File: src/ppl_pkg.sv
/*
 * Constants shared by the port 3/4/5 pin logic: register byte offsets,
 * field positions, reset values, line indices and bus mode codes.
 * Assumes a 32-bit classic Wishbone register bus with word-aligned offsets.
 */
`default_nettype none

package ppl_pkg;

    // ****************************************************************
    // Register byte offsets
    // ****************************************************************
    localparam logic [7:0] PPL_OFS_P3_LATCH = 8'h00;
    localparam logic [7:0] PPL_OFS_P3_DIR   = 8'h04;
    localparam logic [7:0] PPL_OFS_P3_IN    = 8'h08;
    localparam logic [7:0] PPL_OFS_P4_LATCH = 8'h0C;
    localparam logic [7:0] PPL_OFS_P4_DIR   = 8'h10;
    localparam logic [7:0] PPL_OFS_P4_IN    = 8'h14;
    localparam logic [7:0] PPL_OFS_P5_IN    = 8'h18;
    localparam logic [7:0] PPL_OFS_SYSCFG   = 8'h1C;

    // ****************************************************************
    // Field positions and reset values
    // ****************************************************************
    localparam int PPL_CFG_BYTE_HIGH_ENABLE_DISABLE_BIT = 0;
    localparam int PPL_CFG_SEGMENTATION_DISABLE_BIT = 1;
    localparam int PPL_CFG_MODE_LSB   = 2;
    localparam int PPL_CFG_VALID_BIT  = 4;
    localparam int PPL_P5_WIDTH       = 10;

    localparam logic [15:0] PPL_RST_P3_LATCH = 16'h0000;
    localparam logic [15:0] PPL_RST_DIR16    = 16'h0000;
    localparam logic [1:0]  PPL_RST_DIR2     = 2'h0;
    localparam logic        PPL_RST_DISABLE  = 1'b0;

    // ****************************************************************
    // Port 3 line indices
    // ****************************************************************
    localparam int PPL_L_TIMER0_COUNT_IN  = 0;
    localparam int PPL_L_TIMER6_TOGGLE_OUT = 1;
    localparam int PPL_L_CAPTURE_RELOAD_TRIGGER_IN = 2;
    localparam int PPL_L_TIMER3_TOGGLE_OUT = 3;
    localparam int PPL_L_T3UD  = 4;
    localparam int PPL_L_TIMER4_AUX_IN  = 5;
    localparam int PPL_L_TIMER3_COUNT_IN  = 6;
    localparam int PPL_L_TIMER2_AUX_IN  = 7;
    localparam int PPL_L_TX1   = 8;
    localparam int PPL_L_RX1   = 9;
    localparam int PPL_L_TX0   = 10;
    localparam int PPL_L_RX0   = 11;
    localparam int PPL_L_BHE   = 12;
    localparam int PPL_L_WR    = 13;
    localparam int PPL_L_RDY   = 14;
    localparam int PPL_L_CLK   = 15;

    // ****************************************************************
    // Bus modes latched from the bus configuration pins
    // ****************************************************************
    typedef enum logic [1:0] {
        PPL_MODE_SINGLE   = 2'h0,
        PPL_MODE_MUX8     = 2'h1,
        PPL_MODE_MUX16    = 2'h2,
        PPL_MODE_NONMUX16 = 2'h3
    } ppl_mode_t;

endpackage : ppl_pkg

`default_nettype wire

File: src/ppl_port_pins.sv
/*
 * Pin logic for port 3, port 4 and the input-only port 5, with a classic
 * Wishbone register slave. Assumes peripherals, serial channels and the bus
 * controller drive the alternate lines synchronously to core_clk.
 */
// Implementation choices: the Wishbone interface to the registers and the placing of the registers.
// Notes on behaviour
// [RL1] Sixteen port 3 lines, each one alternate function
// [RL2] Unused alternate lines act as plain GPIO
// [RL3] Alternate inputs come from input latch
// [RL4] Ready line has extra direct pin path
// [RL5] Output direction loops latch into alternate input
// [RL6] Alternate output ANDed with output latch
// [RL7] Software sets output and latch one first
// [RL8] Idle alternate output rests high
// [RL9] Serial pins carry data or clock
// [RL10] Sixteen-bit bus forces byte-high-enable pin out
// [RL11] Byte-high-enable switch follows latched bus mode
// [RL12] Byte-high-enable disable releases pin to GPIO
// [RL13] Async serial: software sets receive pins input
// [RL14] Sync serial: software switches receive direction
// [RL15] Port 4 lines carry segment address bits
// [RL16] External bus forces port 4 to segment
// [RL17] Segmentation disable returns port 4 to GPIO
// [RL18] Port 5: ten input-only lines, readable
// [RL19] Port 5 bits above nine read zero
// [RL20] Writes to port 5 are discarded
// [RL21] Port 5 reads need no mode select
// [RL22] Direction one is output, reset input
// [RL23] Reset forces all pins input, undriven
`default_nettype none

module ppl_port_pins #(
    parameter int AW = 8
) (
    input  wire logic          core_clk,
    input  wire logic          nrst,
    input  wire logic          wb_cyc_i,
    input  wire logic          wb_stb_i,
    input  wire logic          wb_we_i,
    input  wire logic [AW-1:0] wb_adr_i,
    input  wire logic [3:0]    wb_sel_i,
    input  wire logic [31:0]   wb_dat_i,
    output logic      [31:0]   wb_dat_o,
    output logic               wb_ack_o,
    input  wire logic [15:0]   third_port_in,
    output logic      [15:0]   third_port_out,
    output logic      [15:0]   third_port_oe,
    input  wire logic [1:0]    fourth_port_in,
    output logic      [1:0]    fourth_port_out,
    output logic      [1:0]    fourth_port_oe,
    input  wire logic [9:0]    analog_shared_input_port,
    input  wire logic          bus_config_pin0,
    input  wire logic          bus_config_pin1,
    input  wire logic [15:0]   alt_out_en,
    input  wire logic          timer6_toggle_out,
    input  wire logic          timer3_toggle_out,
    input  wire logic          serial1_transmit_pin,
    input  wire logic          serial1_receive_pin,
    input  wire logic          serial0_transmit_pin,
    input  wire logic          serial0_receive_pin,
    input  wire logic          byte_high_enable_n,
    input  wire logic          write_strobe_n,
    input  wire logic          system_clock_pin,
    input  wire logic          segment_addr_low,
    input  wire logic          segment_addr_high,
    output logic               timer0_count_in,
    output logic               capture_reload_trigger_in,
    output logic               timer3_updown_in,
    output logic               timer4_aux_in,
    output logic               timer3_count_in,
    output logic               timer2_aux_in,
    output logic               serial1_rx_in,
    output logic               serial0_rx_in,
    output logic               ready_latched_in,
    output logic               ready_direct_in,
    output logic               byte_high_enable_forced,
    output logic               segment_forced
);

    // ****************************************************************
    // State
    // ****************************************************************
    typedef struct packed {
        logic [15:0] p3_latch;
        logic [15:0] p3_dir;
        logic [15:0] p3_in;
        logic [15:0] p3_out;
        logic [15:0] p3_oe;
        logic        rdy_direct;
        logic [1:0]  p4_latch;
        logic [1:0]  p4_dir;
        logic [1:0]  p4_in;
        logic [1:0]  p4_out;
        logic [1:0]  p4_oe;
        logic [9:0]  p5_in;
        logic        byte_high_enable_disable;
        logic        segmentation_disable;
        logic [1:0]  bus_mode;
        logic        mode_valid;
        logic        bhe_force;
        logic        seg_force;
        logic        ack;
        logic [31:0] rdata;
    } ppl_state_t;

    ppl_state_t st_q;
    ppl_state_t st_d;

    logic [15:0] alt_eff;
    logic [15:0] p3_out_d;
    logic [15:0] p3_oe_d;
    logic [15:0] p3_force;
    logic [15:0] p3_fval;
    logic [1:0]  p4_out_d;
    logic [1:0]  p4_oe_d;
    logic [1:0]  p4_force;
    logic        req;
    logic        wr;
    logic        bhe_force_d;
    logic        seg_force_d;

    // ****************************************************************
    // Helpers
    // ****************************************************************
    function automatic logic [15:0] merge16(input logic [15:0] old,
                                            input logic [31:0] wdat,
                                            input logic [3:0]  sel);
        logic [15:0] r;
        r = old;
        if (sel[0]) begin
            r[7:0] = wdat[7:0];
        end
        if (sel[1]) begin
            r[15:8] = wdat[15:8];
        end
        return r;
    endfunction : merge16

    function automatic logic is_16bit(input logic [1:0] mode);
        return (mode == ppl_pkg::PPL_MODE_MUX16) || (mode == ppl_pkg::PPL_MODE_NONMUX16);
    endfunction : is_16bit

    // ****************************************************************
    // Alternate outputs, idle high when unused
    // ****************************************************************
    always_comb begin
        alt_eff = 16'hFFFF; // RL8
        alt_eff[ppl_pkg::PPL_L_TIMER6_TOGGLE_OUT] = ~alt_out_en[ppl_pkg::PPL_L_TIMER6_TOGGLE_OUT] | timer6_toggle_out;
        alt_eff[ppl_pkg::PPL_L_TIMER3_TOGGLE_OUT] = ~alt_out_en[ppl_pkg::PPL_L_TIMER3_TOGGLE_OUT] | timer3_toggle_out;
        alt_eff[ppl_pkg::PPL_L_TX1] = ~alt_out_en[ppl_pkg::PPL_L_TX1] | serial1_transmit_pin; // RL9
        alt_eff[ppl_pkg::PPL_L_RX1] = ~alt_out_en[ppl_pkg::PPL_L_RX1] | serial1_receive_pin; // RL9
        alt_eff[ppl_pkg::PPL_L_TX0] = ~alt_out_en[ppl_pkg::PPL_L_TX0] | serial0_transmit_pin; // RL9
        alt_eff[ppl_pkg::PPL_L_RX0] = ~alt_out_en[ppl_pkg::PPL_L_RX0] | serial0_receive_pin; // RL9
        alt_eff[ppl_pkg::PPL_L_WR] = ~alt_out_en[ppl_pkg::PPL_L_WR] | write_strobe_n;
        alt_eff[ppl_pkg::PPL_L_CLK] = ~alt_out_en[ppl_pkg::PPL_L_CLK] | system_clock_pin;
        p3_force = 16'h0000;
        p3_fval  = 16'h0000;
        p3_force[ppl_pkg::PPL_L_BHE] = st_q.bhe_force; // RL10
        p3_fval[ppl_pkg::PPL_L_BHE]  = byte_high_enable_n;
        p4_force = {2{st_q.seg_force}}; // RL16
    end

    // ****************************************************************
    // Pin cells
    // ****************************************************************
    ppl_pin_cell #(
        .W (16)
    ) u_p3_cell (
        .latch     (st_q.p3_latch),
        .dir       (st_q.p3_dir),
        .alt       (alt_eff),
        .force_sel (p3_force),
        .force_val (p3_fval),
        .force_oe  (p3_force),
        .out_d     (p3_out_d),
        .oe_d      (p3_oe_d)
    );

    ppl_pin_cell #(
        .W (2)
    ) u_p4_cell (
        .latch     (st_q.p4_latch),
        .dir       (st_q.p4_dir),
        .alt       (2'h3),
        .force_sel (2'h0),
        .force_val (2'h0),
        .force_oe  (p4_force),
        .out_d     (p4_out_d),
        .oe_d      (p4_oe_d)
    );

    // ****************************************************************
    // Next state
    // ****************************************************************
    always_comb begin
        st_d = st_q;
        req  = wb_cyc_i & wb_stb_i & ~st_q.ack;
        wr   = req & wb_we_i;
        bhe_force_d = st_q.mode_valid & is_16bit(st_q.bus_mode) & ~st_q.byte_high_enable_disable; // RL11
        seg_force_d = st_q.mode_valid & (st_q.bus_mode != ppl_pkg::PPL_MODE_SINGLE)
                      & ~st_q.segmentation_disable;
        st_d.bhe_force = bhe_force_d;
        st_d.seg_force = seg_force_d;
        if (!st_q.mode_valid) begin
            st_d.bus_mode   = {bus_config_pin1, bus_config_pin0}; // RL11
            st_d.mode_valid = 1'b1;
        end
        st_d.p3_in      = third_port_in; // RL3 RL5
        st_d.rdy_direct = third_port_in[ppl_pkg::PPL_L_RDY]; // RL4
        st_d.p4_in      = fourth_port_in;
        st_d.p5_in      = analog_shared_input_port; // RL18 RL21
        st_d.p3_out     = p3_out_d;
        st_d.p3_oe      = p3_oe_d;
        st_d.p4_out     = p4_out_d;
        st_d.p4_oe      = p4_oe_d;
        st_d.ack        = req;
        if (wr) begin
            if (wb_adr_i == ppl_pkg::PPL_OFS_P3_LATCH) begin
                st_d.p3_latch = merge16(st_q.p3_latch, wb_dat_i, wb_sel_i);
            end else if (wb_adr_i == ppl_pkg::PPL_OFS_P3_DIR) begin
                st_d.p3_dir = merge16(st_q.p3_dir, wb_dat_i, wb_sel_i); // RL22
            end else if (wb_adr_i == ppl_pkg::PPL_OFS_P4_LATCH && wb_sel_i[0]) begin
                st_d.p4_latch = wb_dat_i[1:0];
            end else if (wb_adr_i == ppl_pkg::PPL_OFS_P4_DIR && wb_sel_i[0]) begin
                st_d.p4_dir = wb_dat_i[1:0];
            end else if (wb_adr_i == ppl_pkg::PPL_OFS_SYSCFG && wb_sel_i[0]) begin
                st_d.byte_high_enable_disable = wb_dat_i[ppl_pkg::PPL_CFG_BYTE_HIGH_ENABLE_DISABLE_BIT]; // RL12
                st_d.segmentation_disable = wb_dat_i[ppl_pkg::PPL_CFG_SEGMENTATION_DISABLE_BIT]; // RL17
            end
        end
        if (st_q.seg_force) begin
            st_d.p4_latch = {segment_addr_high, segment_addr_low}; // RL15 RL16
        end
        if (req) begin
            st_d.rdata = 32'h0000_0000;
            if (wb_adr_i == ppl_pkg::PPL_OFS_P3_LATCH) begin
                st_d.rdata[15:0] = st_q.p3_latch;
            end else if (wb_adr_i == ppl_pkg::PPL_OFS_P3_DIR) begin
                st_d.rdata[15:0] = st_q.p3_dir;
            end else if (wb_adr_i == ppl_pkg::PPL_OFS_P3_IN) begin
                st_d.rdata[15:0] = st_q.p3_in;
            end else if (wb_adr_i == ppl_pkg::PPL_OFS_P4_LATCH) begin
                st_d.rdata[1:0] = st_q.p4_latch;
            end else if (wb_adr_i == ppl_pkg::PPL_OFS_P4_DIR) begin
                st_d.rdata[1:0] = st_q.p4_dir;
            end else if (wb_adr_i == ppl_pkg::PPL_OFS_P4_IN) begin
                st_d.rdata[1:0] = st_q.p4_in;
            end else if (wb_adr_i == ppl_pkg::PPL_OFS_P5_IN) begin
                st_d.rdata[9:0] = st_q.p5_in; // RL19 RL20
            end else if (wb_adr_i == ppl_pkg::PPL_OFS_SYSCFG) begin
                st_d.rdata[ppl_pkg::PPL_CFG_BYTE_HIGH_ENABLE_DISABLE_BIT] = st_q.byte_high_enable_disable;
                st_d.rdata[ppl_pkg::PPL_CFG_SEGMENTATION_DISABLE_BIT] = st_q.segmentation_disable;
                st_d.rdata[ppl_pkg::PPL_CFG_MODE_LSB +: 2] = st_q.bus_mode;
                st_d.rdata[ppl_pkg::PPL_CFG_VALID_BIT] = st_q.mode_valid;
            end
        end
    end

    // ****************************************************************
    // Registers
    // ****************************************************************
    always_ff @(posedge core_clk or negedge nrst) begin
        if (!nrst) begin
            st_q          <= '0; // RL23
            st_q.p3_latch <= ppl_pkg::PPL_RST_P3_LATCH;
            st_q.p3_dir   <= ppl_pkg::PPL_RST_DIR16; // RL22 RL23
            st_q.p4_dir   <= ppl_pkg::PPL_RST_DIR2;
            st_q.byte_high_enable_disable   <= ppl_pkg::PPL_RST_DISABLE;
            st_q.segmentation_disable   <= ppl_pkg::PPL_RST_DISABLE;
        end else begin
            st_q <= st_d;
        end
    end

    // ****************************************************************
    // Outputs
    // ****************************************************************
    assign wb_dat_o                  = st_q.rdata;
    assign wb_ack_o                  = st_q.ack;
    assign third_port_out            = st_q.p3_out;
    assign third_port_oe             = st_q.p3_oe;
    assign fourth_port_out           = st_q.p4_out;
    assign fourth_port_oe            = st_q.p4_oe;
    assign timer0_count_in           = st_q.p3_in[ppl_pkg::PPL_L_TIMER0_COUNT_IN]; // RL1 RL3
    assign capture_reload_trigger_in = st_q.p3_in[ppl_pkg::PPL_L_CAPTURE_RELOAD_TRIGGER_IN];
    assign timer3_updown_in          = st_q.p3_in[ppl_pkg::PPL_L_T3UD];
    assign timer4_aux_in             = st_q.p3_in[ppl_pkg::PPL_L_TIMER4_AUX_IN];
    assign timer3_count_in           = st_q.p3_in[ppl_pkg::PPL_L_TIMER3_COUNT_IN];
    assign timer2_aux_in             = st_q.p3_in[ppl_pkg::PPL_L_TIMER2_AUX_IN];
    assign serial1_rx_in             = st_q.p3_in[ppl_pkg::PPL_L_RX1]; // RL9
    assign serial0_rx_in             = st_q.p3_in[ppl_pkg::PPL_L_RX0]; // RL9
    assign ready_latched_in          = st_q.p3_in[ppl_pkg::PPL_L_RDY];
    assign ready_direct_in           = st_q.rdy_direct; // RL4
    assign byte_high_enable_forced   = st_q.bhe_force;
    assign segment_forced            = st_q.seg_force;
endmodule : ppl_port_pins

`default_nettype wire

File: src/ppl_pin_cell.sv
/*
 * Combinational pin cell for a group of port lines: output value and
 * output enable from latch, direction, alternate output and hardware force.
 * Assumes the caller registers both results before they reach the pads.
 */
`default_nettype none

module ppl_pin_cell #(
    parameter int W = 16
) (
    input  wire logic [W-1:0] latch,
    input  wire logic [W-1:0] dir,
    input  wire logic [W-1:0] alt,
    input  wire logic [W-1:0] force_sel,
    input  wire logic [W-1:0] force_val,
    input  wire logic [W-1:0] force_oe,
    output var  logic [W-1:0] out_d,
    output var  logic [W-1:0] oe_d
);

    // ****************************************************************
    // Pin drive
    // ****************************************************************
    always_comb begin
        out_d = (force_sel & force_val) | (~force_sel & latch & alt); // RL6 RL10
        oe_d  = dir | force_oe; // RL2 RL22
    end

endmodule : ppl_pin_cell

`default_nettype wire

File: config.mk
export PLATFORM = sky130hd
export DESIGN_NAME = ppl_port_pins
export DESIGN_NICKNAME = d
export VERILOG_FILES = /design/src/ppl_pkg.sv /design/src/ppl_port_pins.sv /design/src/ppl_pin_cell.sv
export SDC_FILE = /design/constraint.sdc
export NUM_CORES = 1
export LEC_CHECK = 0
export BUFFER_PORTS_ARGS = -buffer_cell sky130_fd_sc_hd__buf_2
export CAP_MARGIN = 20
export CELL_PAD_IN_SITES_DETAIL_PLACEMENT = 2
export CELL_PAD_IN_SITES_GLOBAL_PLACEMENT = 2
export CORE_MARGIN = 10
export CORE_UTILIZATION = 28
export DETAILED_ROUTE_END_ITERATION = 8
export GPL_TIMING_DRIVEN = 0
export PLACE_DENSITY = 0.77
export SLEW_MARGIN = 20
export SYNTH_ARGS = -nofsm -noshare
export SYNTH_HDL_FRONTEND = slang
export SYNTH_HIERARCHICAL = 1
export SYNTH_SLANG_ARGS = --single-unit
File: constraint.sdc
create_clock -name core_clk -period 1.7 [get_ports core_clk]
set_clock_uncertainty 0.2 [all_clocks]
set_input_delay 0.425 -clock core_clk [delete_from_list [all_inputs] [get_ports core_clk]]
set_output_delay 0.425 -clock core_clk [all_outputs]
set_load 0.1 [all_outputs]
==> results of run 1 <==
-- metrics by stage --
step,TNS (ns),total power [mW],hold slack [ns]
5_1_grt,-16.74,8.83,0.0391
6_report,-14.51,8.52,0.0246
3_3_place_gp,-258.26,4.46,0.266
4_1_cts,-13.96,8.51,0.00241
2_1_floorplan,-23.39,4.15,-0.0706
3_5_place_dp,-51.53,4.50,0.188
-- worst register-to-register path, stage by stage (launching register included) --
cell,delay (ns)
dfrtp_4,0.48
nand3b_1,0.25
buf_6,0.18
clkbuf_16,0.14
nor2_4,0.16
nand4_1,0.19
mux2_2,0.33
-- state kept, by name (all words and copies together), names as in the netlist --
signal / flops
byte_high_enable_forced: 1
capture_reload_trigger_in: 1
fourth_port_oe: 2
fourth_port_out: 2
ready_latched_in: 1
segment_forced: 1
serial0_rx_in: 1
serial1_rx_in: 1
st_q: 60
third_port_oe: 16
third_port_out: 16
timer0_count_in: 1
timer2_aux_in: 1
timer3_count_in: 1
timer3_updown_in: 1
timer4_aux_in: 1
wb_ack_o: 1
wb_dat_o: 16
-- timing repair --
action,4_1_cts,5_1_grt
gates resized for setup,301,73
cloned,2,0
pin swaps,14,22
setup buffers,28,13
endpoints found under the setup margin,119,68
hold buffers,29,0
hold endpoints to repair,85,0
-- cell families (layout without fill, tap and decap cells) --
family | Yosys count | count (layout) | share of synthesized area (%)
mux | 55 | 55 | 11.1
flops | 124 | 124 | 56.9
compound gates | 77 | 77 | 9.59
other cells | 2 | 95 | 0.138
simple gates | 117 | 117 | 11.6
buf+inv | 85 | 279 | 10.7
-- metal layers --
layer	GRT usage (%)	share of wire [%]
met3	5.24	4.9
met5	0	0
met2	29.7	54
met1	18.0	40
met4	4.04	1.7
-- cell type report --
| type | count | area, um2 | area share, % |
|---|---|---|---|
| flip-flops and latches | 124 | 3110 | 33.6 |
| multi-input cells | 342 | 2510 | 27.2 |
| repair buffers | 213 | 2400 | 25.9 |
| clock buffers | 26 | 509 | 5.50 |
| well taps | 260 | 325 | 3.51 |
| plain buffers | 31 | 299 | 3.23 |
| clock inverters | 6 | 82.6 | 0.892 |
| inverters | 3 | 11.3 | 0.122 |
| diodes | 2 | 5.00 | 0.0541 |
-- worst max-delay path by stage --
stage | startpoint | endpoint | slack (ns) | cells past startpoint
floorplan | wb_adr_i[4] | st_q[133] | -0.80 | 6
global placement | nrst | wb_ack_o | -2.10 | 1
detailed placement | wb_adr_i[1] | st_q[131] | -1.60 | 6
CTS | wb_adr_i[7] | st_q[140] | -0.33 | 6
global route | wb_adr_i[7] | st_q[138] | -0.41 | 6
finish | wb_adr_i[7] | st_q[133] | -0.39 | 6
-- power by group --
group	internal, mW	switching (mW)	leakage [nW]
registers	3.07	0.0982	1.59
clock network	2.35	1.34	0.290
logic	0.583	1.08	2.44
total	6.00	2.52	4.32
-- cell usage in the layout (no fill, tap or decap), drive strengths merged, types with 5 or more instances in the layout --
cell type,n
a2bb2oi,6
conb,93
mux2i,12
or2,19
dlygate4sd3,29
nand2b,10
o2bb2ai,6
nor2,6
nor3,6
o21ai,32
dfrtp,124
buf,209
clkbuf,32
mux2,43
a21oi,5
a22oi,12
nand2,52
==> flow_summary.toml, run 1 <==
[status]
status = "finished with violations"
violations = "setup timing"

[setup_path]
cp.buffers_inverters = 2
path_cells = "buf_6 -> or4_4 -> or3_4 -> nor3_4 -> buf_12 -> mux2_4"
cp_data_arrival_time_ns = 2.19
r2r_cells = 6
timing.rr.end = "st_q[39]"
crit_slowest_cell = "or4_4"
cp-start-kind = "input pin"
regToRegStartpoint = "wb_ack_o"
critPathMaxFanout = 8
critical_path.max_stage_delay_ns = 0.55
worstPathRequired_ns = 1.80
crit_type = "input pin to register"
crit_path_end_kind = "register"
crit_family = "simple AND/OR/NAND/NOR gates"
ff2ff_setup_slack_ns = -0.33

[final_layout]
area_delta_synth_final_pct = 69.8
final_area_mm2 = 0.00926
final_nets = 838
layout.cells.non_filler = 1007
drive_above_1_share_pct = 45.5
fillerInstances = 1851
final_util_pct = 48.8

[synthesis]
ys_seq_area_share_pct = 56.9
synth_top_cell_area_share_pct = 56.9
yosysMostFrequentCell = "dfrtp_1"
synthArstFlopShare_pct = 100
synthFlopType = "dfrtp_1"
synth.distinct_cells = 50
ys_seq_elements = 124
avgSynthCellArea_um2 = 11.9
synth_commonest_cells = "dfrtp_1, buf_4, nand2_1"
syn_inst = 460
synth_area_leader_cell = "dfrtp_1"
synthesis.area_mm2 = 0.00545
ys_warn_count = 6
synth_edf_count = 0
synth_area_leaders = "dfrtp_1, buf_4, mux2_2"

[sta]
maxSlewViolCount = 0
finalHoldViolations = 0
clock.fmax_mhz = 478
final.setup.worst_slack_ns = -0.390
finalCritPeriodShare_pct = 123
maxSlewHeadroom_pct = 57.7
grt_setup_unrepaired = "true"
worstMarginPinSlew_ns = 0.634
final.min_clock_period_ns = 2.09
setup-violations-final = 59

[detailed_routing]
viasPerCell = 4.37
via_count = 4405
routedWlPerCell_um = 21.3
routed_wl_um = 21400
ant_nets = 0
drt_first_iter_violations = 109
drc = 0
dr.pass1.iters = 4

[clocking]
htreeDepth = 4
clk_pin_slew_ns = 0.06
cts.path.max_buffers = 2
cts.sinks = 124
ctsRootBufferMaster = "clkbuf_16"
tritoncts = "built"
insertion_delay_ns = 0.42
cts_inserted_buffers = 17

[power]
peakVddDrop_mv = 0.596
p_per_area_mw_per_mm2 = 920
p_leak_nw = 4.32

[global_route]
grt_first_pass_wirelength_um = 32200
grt_max_degree = 68
grt_pass1_vias = 5317
antenna_found_initial = 1
grt.total_usage_pct = 16.4
grt-ovfl-total = 0

[floorplan]
dieArea_mm2 = 0.0255
core_mm2 = 0.0190
die_y_um = 160
io_pins = 187
start_util_pct = 28.8
die_x_um = 160
rows = 50

[place]
placed_cell_area_mm2 = 0.00701
routabilityCongestion = 0.793
dp_cells = 954
place_ws_ns = -1.60
hpwl_um = 13700
numPortBuffers = 142

[min_path]
min_from = "segment_addr_high"
min_path_type = "input pin to register"
hold_depth = 3
min_to = "st_q[59]"

[flow_run]
maxCapViolations = 0
(Power assumes the default switching activity.)
==> inputs of run 2 (changes only) <==
--- a/config.mk
+++ b/config.mk
@@ -17,5 +17,4 @@
 export SLEW_MARGIN = 20
 export SYNTH_ARGS = -nofsm -noshare
 export SYNTH_HDL_FRONTEND = slang
-export SYNTH_HIERARCHICAL = 1
 export SYNTH_SLANG_ARGS = --single-unit
==> flow_summary.toml, run 2 <==
[detailed_routing]
dr.pass1.iters = 4
routedWlPerCell_um = 22.9
viasPerCell = 4.52
via_count = 3896
routed_wl_um = 19800
drt_first_iter_violations = 165
drc = 0
ant_nets = 0

[setup_path]
crit_type = "register to register"
r2r_cells = 6
setup.worst_path.end = "st_q[113]"
regToRegStartpoint = "wb_ack_o"
cp_data_arrival_time_ns = 2.11
worstPathRequired_ns = 1.79
crit_path_end_kind = "register"
timing.rr.end = "st_q[113]"
cp-start-kind = "register"
cp-startpoint = "wb_ack_o"
critPathMaxFanout = 8
ff2ff_setup_slack_ns = -0.32

[final_layout]
area_delta_synth_final_pct = 67.2
final_nets = 724
final_area_mm2 = 0.00874
largest_reg_flops = 60
final_cell_mix = "dfrtp_1, buf_2, buf_12"
drive_above_1_share_pct = 54.4
final_common_cell = "dfrtp_1"
regMostFlops = "st_q"

[power]
p_per_area_mw_per_mm2 = 954
peakVddDrop_mv = 0.579
p_leak_nw = 4.19
total_power_mw = 8.33

[floorplan]
dieArea_mm2 = 0.0245
rows = 49
die_y_um = 157
die_x_um = 157
start_util_pct = 28.8
core_mm2 = 0.0181
io_pins = 187

[status]
violations = "setup timing"
status = "finished with violations"

[global_route]
antenna_found_initial = 1
grt_max_degree = 81
grt.total_usage_pct = 15.6
grt_first_pass_wirelength_um = 28900
grt-ovfl-total = 0
grt_pass1_vias = 4724

[clocking]
cts.sinks = 124
ctsRootBufferMaster = "clkbuf_16"
tritoncts = "built"
cts.path.max_buffers = 2
cts_inserted_buffers = 17
clk_pin_slew_ns = 0.05
insertion_delay_ns = 0.42
htreeDepth = 4

[sta]
setup-violations-final = 57
clock.fmax_mhz = 496
maxSlewViolCount = 0
worstMarginPinSlew_ns = 0.769
grt_setup_unrepaired = "true"
finalHoldViolations = 0
final.min_clock_period_ns = 2.02
final.setup.worst_slack_ns = -0.316
maxSlewHeadroom_pct = 48.5
finalCritPeriodShare_pct = 119

[synthesis]
synth_top_cell_area_share_pct = 59.4
synth_area_leader_cell = "dfrtp_1"
syn_inst = 412
avgSynthCellArea_um2 = 12.7
synth_area_leaders = "dfrtp_1, buf_4, mux2_2"
synthFlopType = "dfrtp_1"
ys_seq_elements = 124
synth_edf_count = 0
yosysMostFrequentCell = "dfrtp_1"
ys_warn_count = 0
synth.distinct_cells = 42
synth_commonest_cells = "dfrtp_1, buf_4, mux2_2"
synthArstFlopShare_pct = 100
synthesis.area_mm2 = 0.00523
ys_seq_area_share_pct = 59.4

[place]
place_ws_ns = -0.838
routabilityCongestion = 0.773
hpwl_um = 12600
numPortBuffers = 143
placed_cell_area_mm2 = 0.00643

[min_path]
min_path_type = "input pin to register"

[flow_run]
maxCapViolations = 0
## run 2: cell types whose count changed in the layout (fill, tap and decap cells not counted), moves of 11 or more
cell / delta
a21oi_1: +11
conb_1: -76
mux2i_1: +11
a22oi_1: -12
or2_1: -17
o21ai_1: -24
nand2_1: -36
nor2_1: +14
## run 2: worst max-delay path, stage by stage, from the launching register on
cell      delay (ns)
dfrtp_4         0.47
nand3b_1        0.25
clkinv_4        0.11
and3_4          0.21
and3_4          0.20
buf_12          0.15
mux2_4          0.31
## run 2: cell type report
cell class	instances	area, um2
timing repair buffer	224	2460
inverter	10	42.5
antenna	1	2.50
sequential	124	3110
multi-input combinational	210	1930
clock buffer	18	439
tap	229	287
fill	1704	9410
buffer	31	290
clock inverter	14	170
## run 2: logic make-up after synthesis
kind of cell    Yosys count  synth area share (%)
simple gates             71                  7.95
other cells               2                 0.144
buf+inv                  93                  12.0
compound gates           60                  7.73
mux                      62                  12.8
flops                   124                  59.4
## run 2: worst min-delay path by stage
stage	startpoint	endpoint	cells past startpoint
finish	alt_out_en[9]	third_port_out[9]	2
global route	alt_out_en[9]	third_port_out[9]	2
CTS	alt_out_en[9]	third_port_out[9]	2
detailed placement	nrst	third_port_out[7]	1
global placement	st_q[139]	third_port_out[14]	0
floorplan	nrst	byte_high_enable_forced	0
## run 2: metrics by stage
stage | util, % | hold WS [ns] | setup TNS, ns | cells
2_1_floorplan | - | -0.0706 | -14.74 | 427
3_3_place_gp | 35.2 | 0.178 | -226.91 | 799
3_5_place_dp | 35.4 | 0.189 | -36.20 | 800
4_1_cts | 46.0 | 0.00462 | -9.36 | 845
5_1_grt | 48.2 | 0.0348 | -14.95 | 861
6_report | 48.2 | 0.0174 | -11.34 | 861
## run 2: routing by layer
layer | vias to the layer above | wire (um) | part of all wire [%] | track usage [%]
li1 | 1756 | - | - | -
met5 | - | 0 | 0 | 0
met1 | 2007 | 7840 | 40 | 17.0
met2 | 113 | 10500 | 53 | 28.1
met3 | 20 | 1110 | 5.6 | 5.29
met4 | 0 | 295 | 1.5 | 4.67
## run 2: what timing repair did
action / 4_1_cts / 5_1_grt
setup endpoints to repair: 119 / 70
hold buffers: 36 / 0
gates cloned: 0 / 1
endpoints found under the hold margin: 79 / 0
resized for setup: 297 / 80
buffers inserted: 25 / 18
pin swaps: 4 / 20
## run 2: report_power, final
group	switching (mW)	internal, mW
Clock	1.42	2.35
Combinational	0.912	0.523
Sequential	0.0874	3.05
Total	2.42	5.92
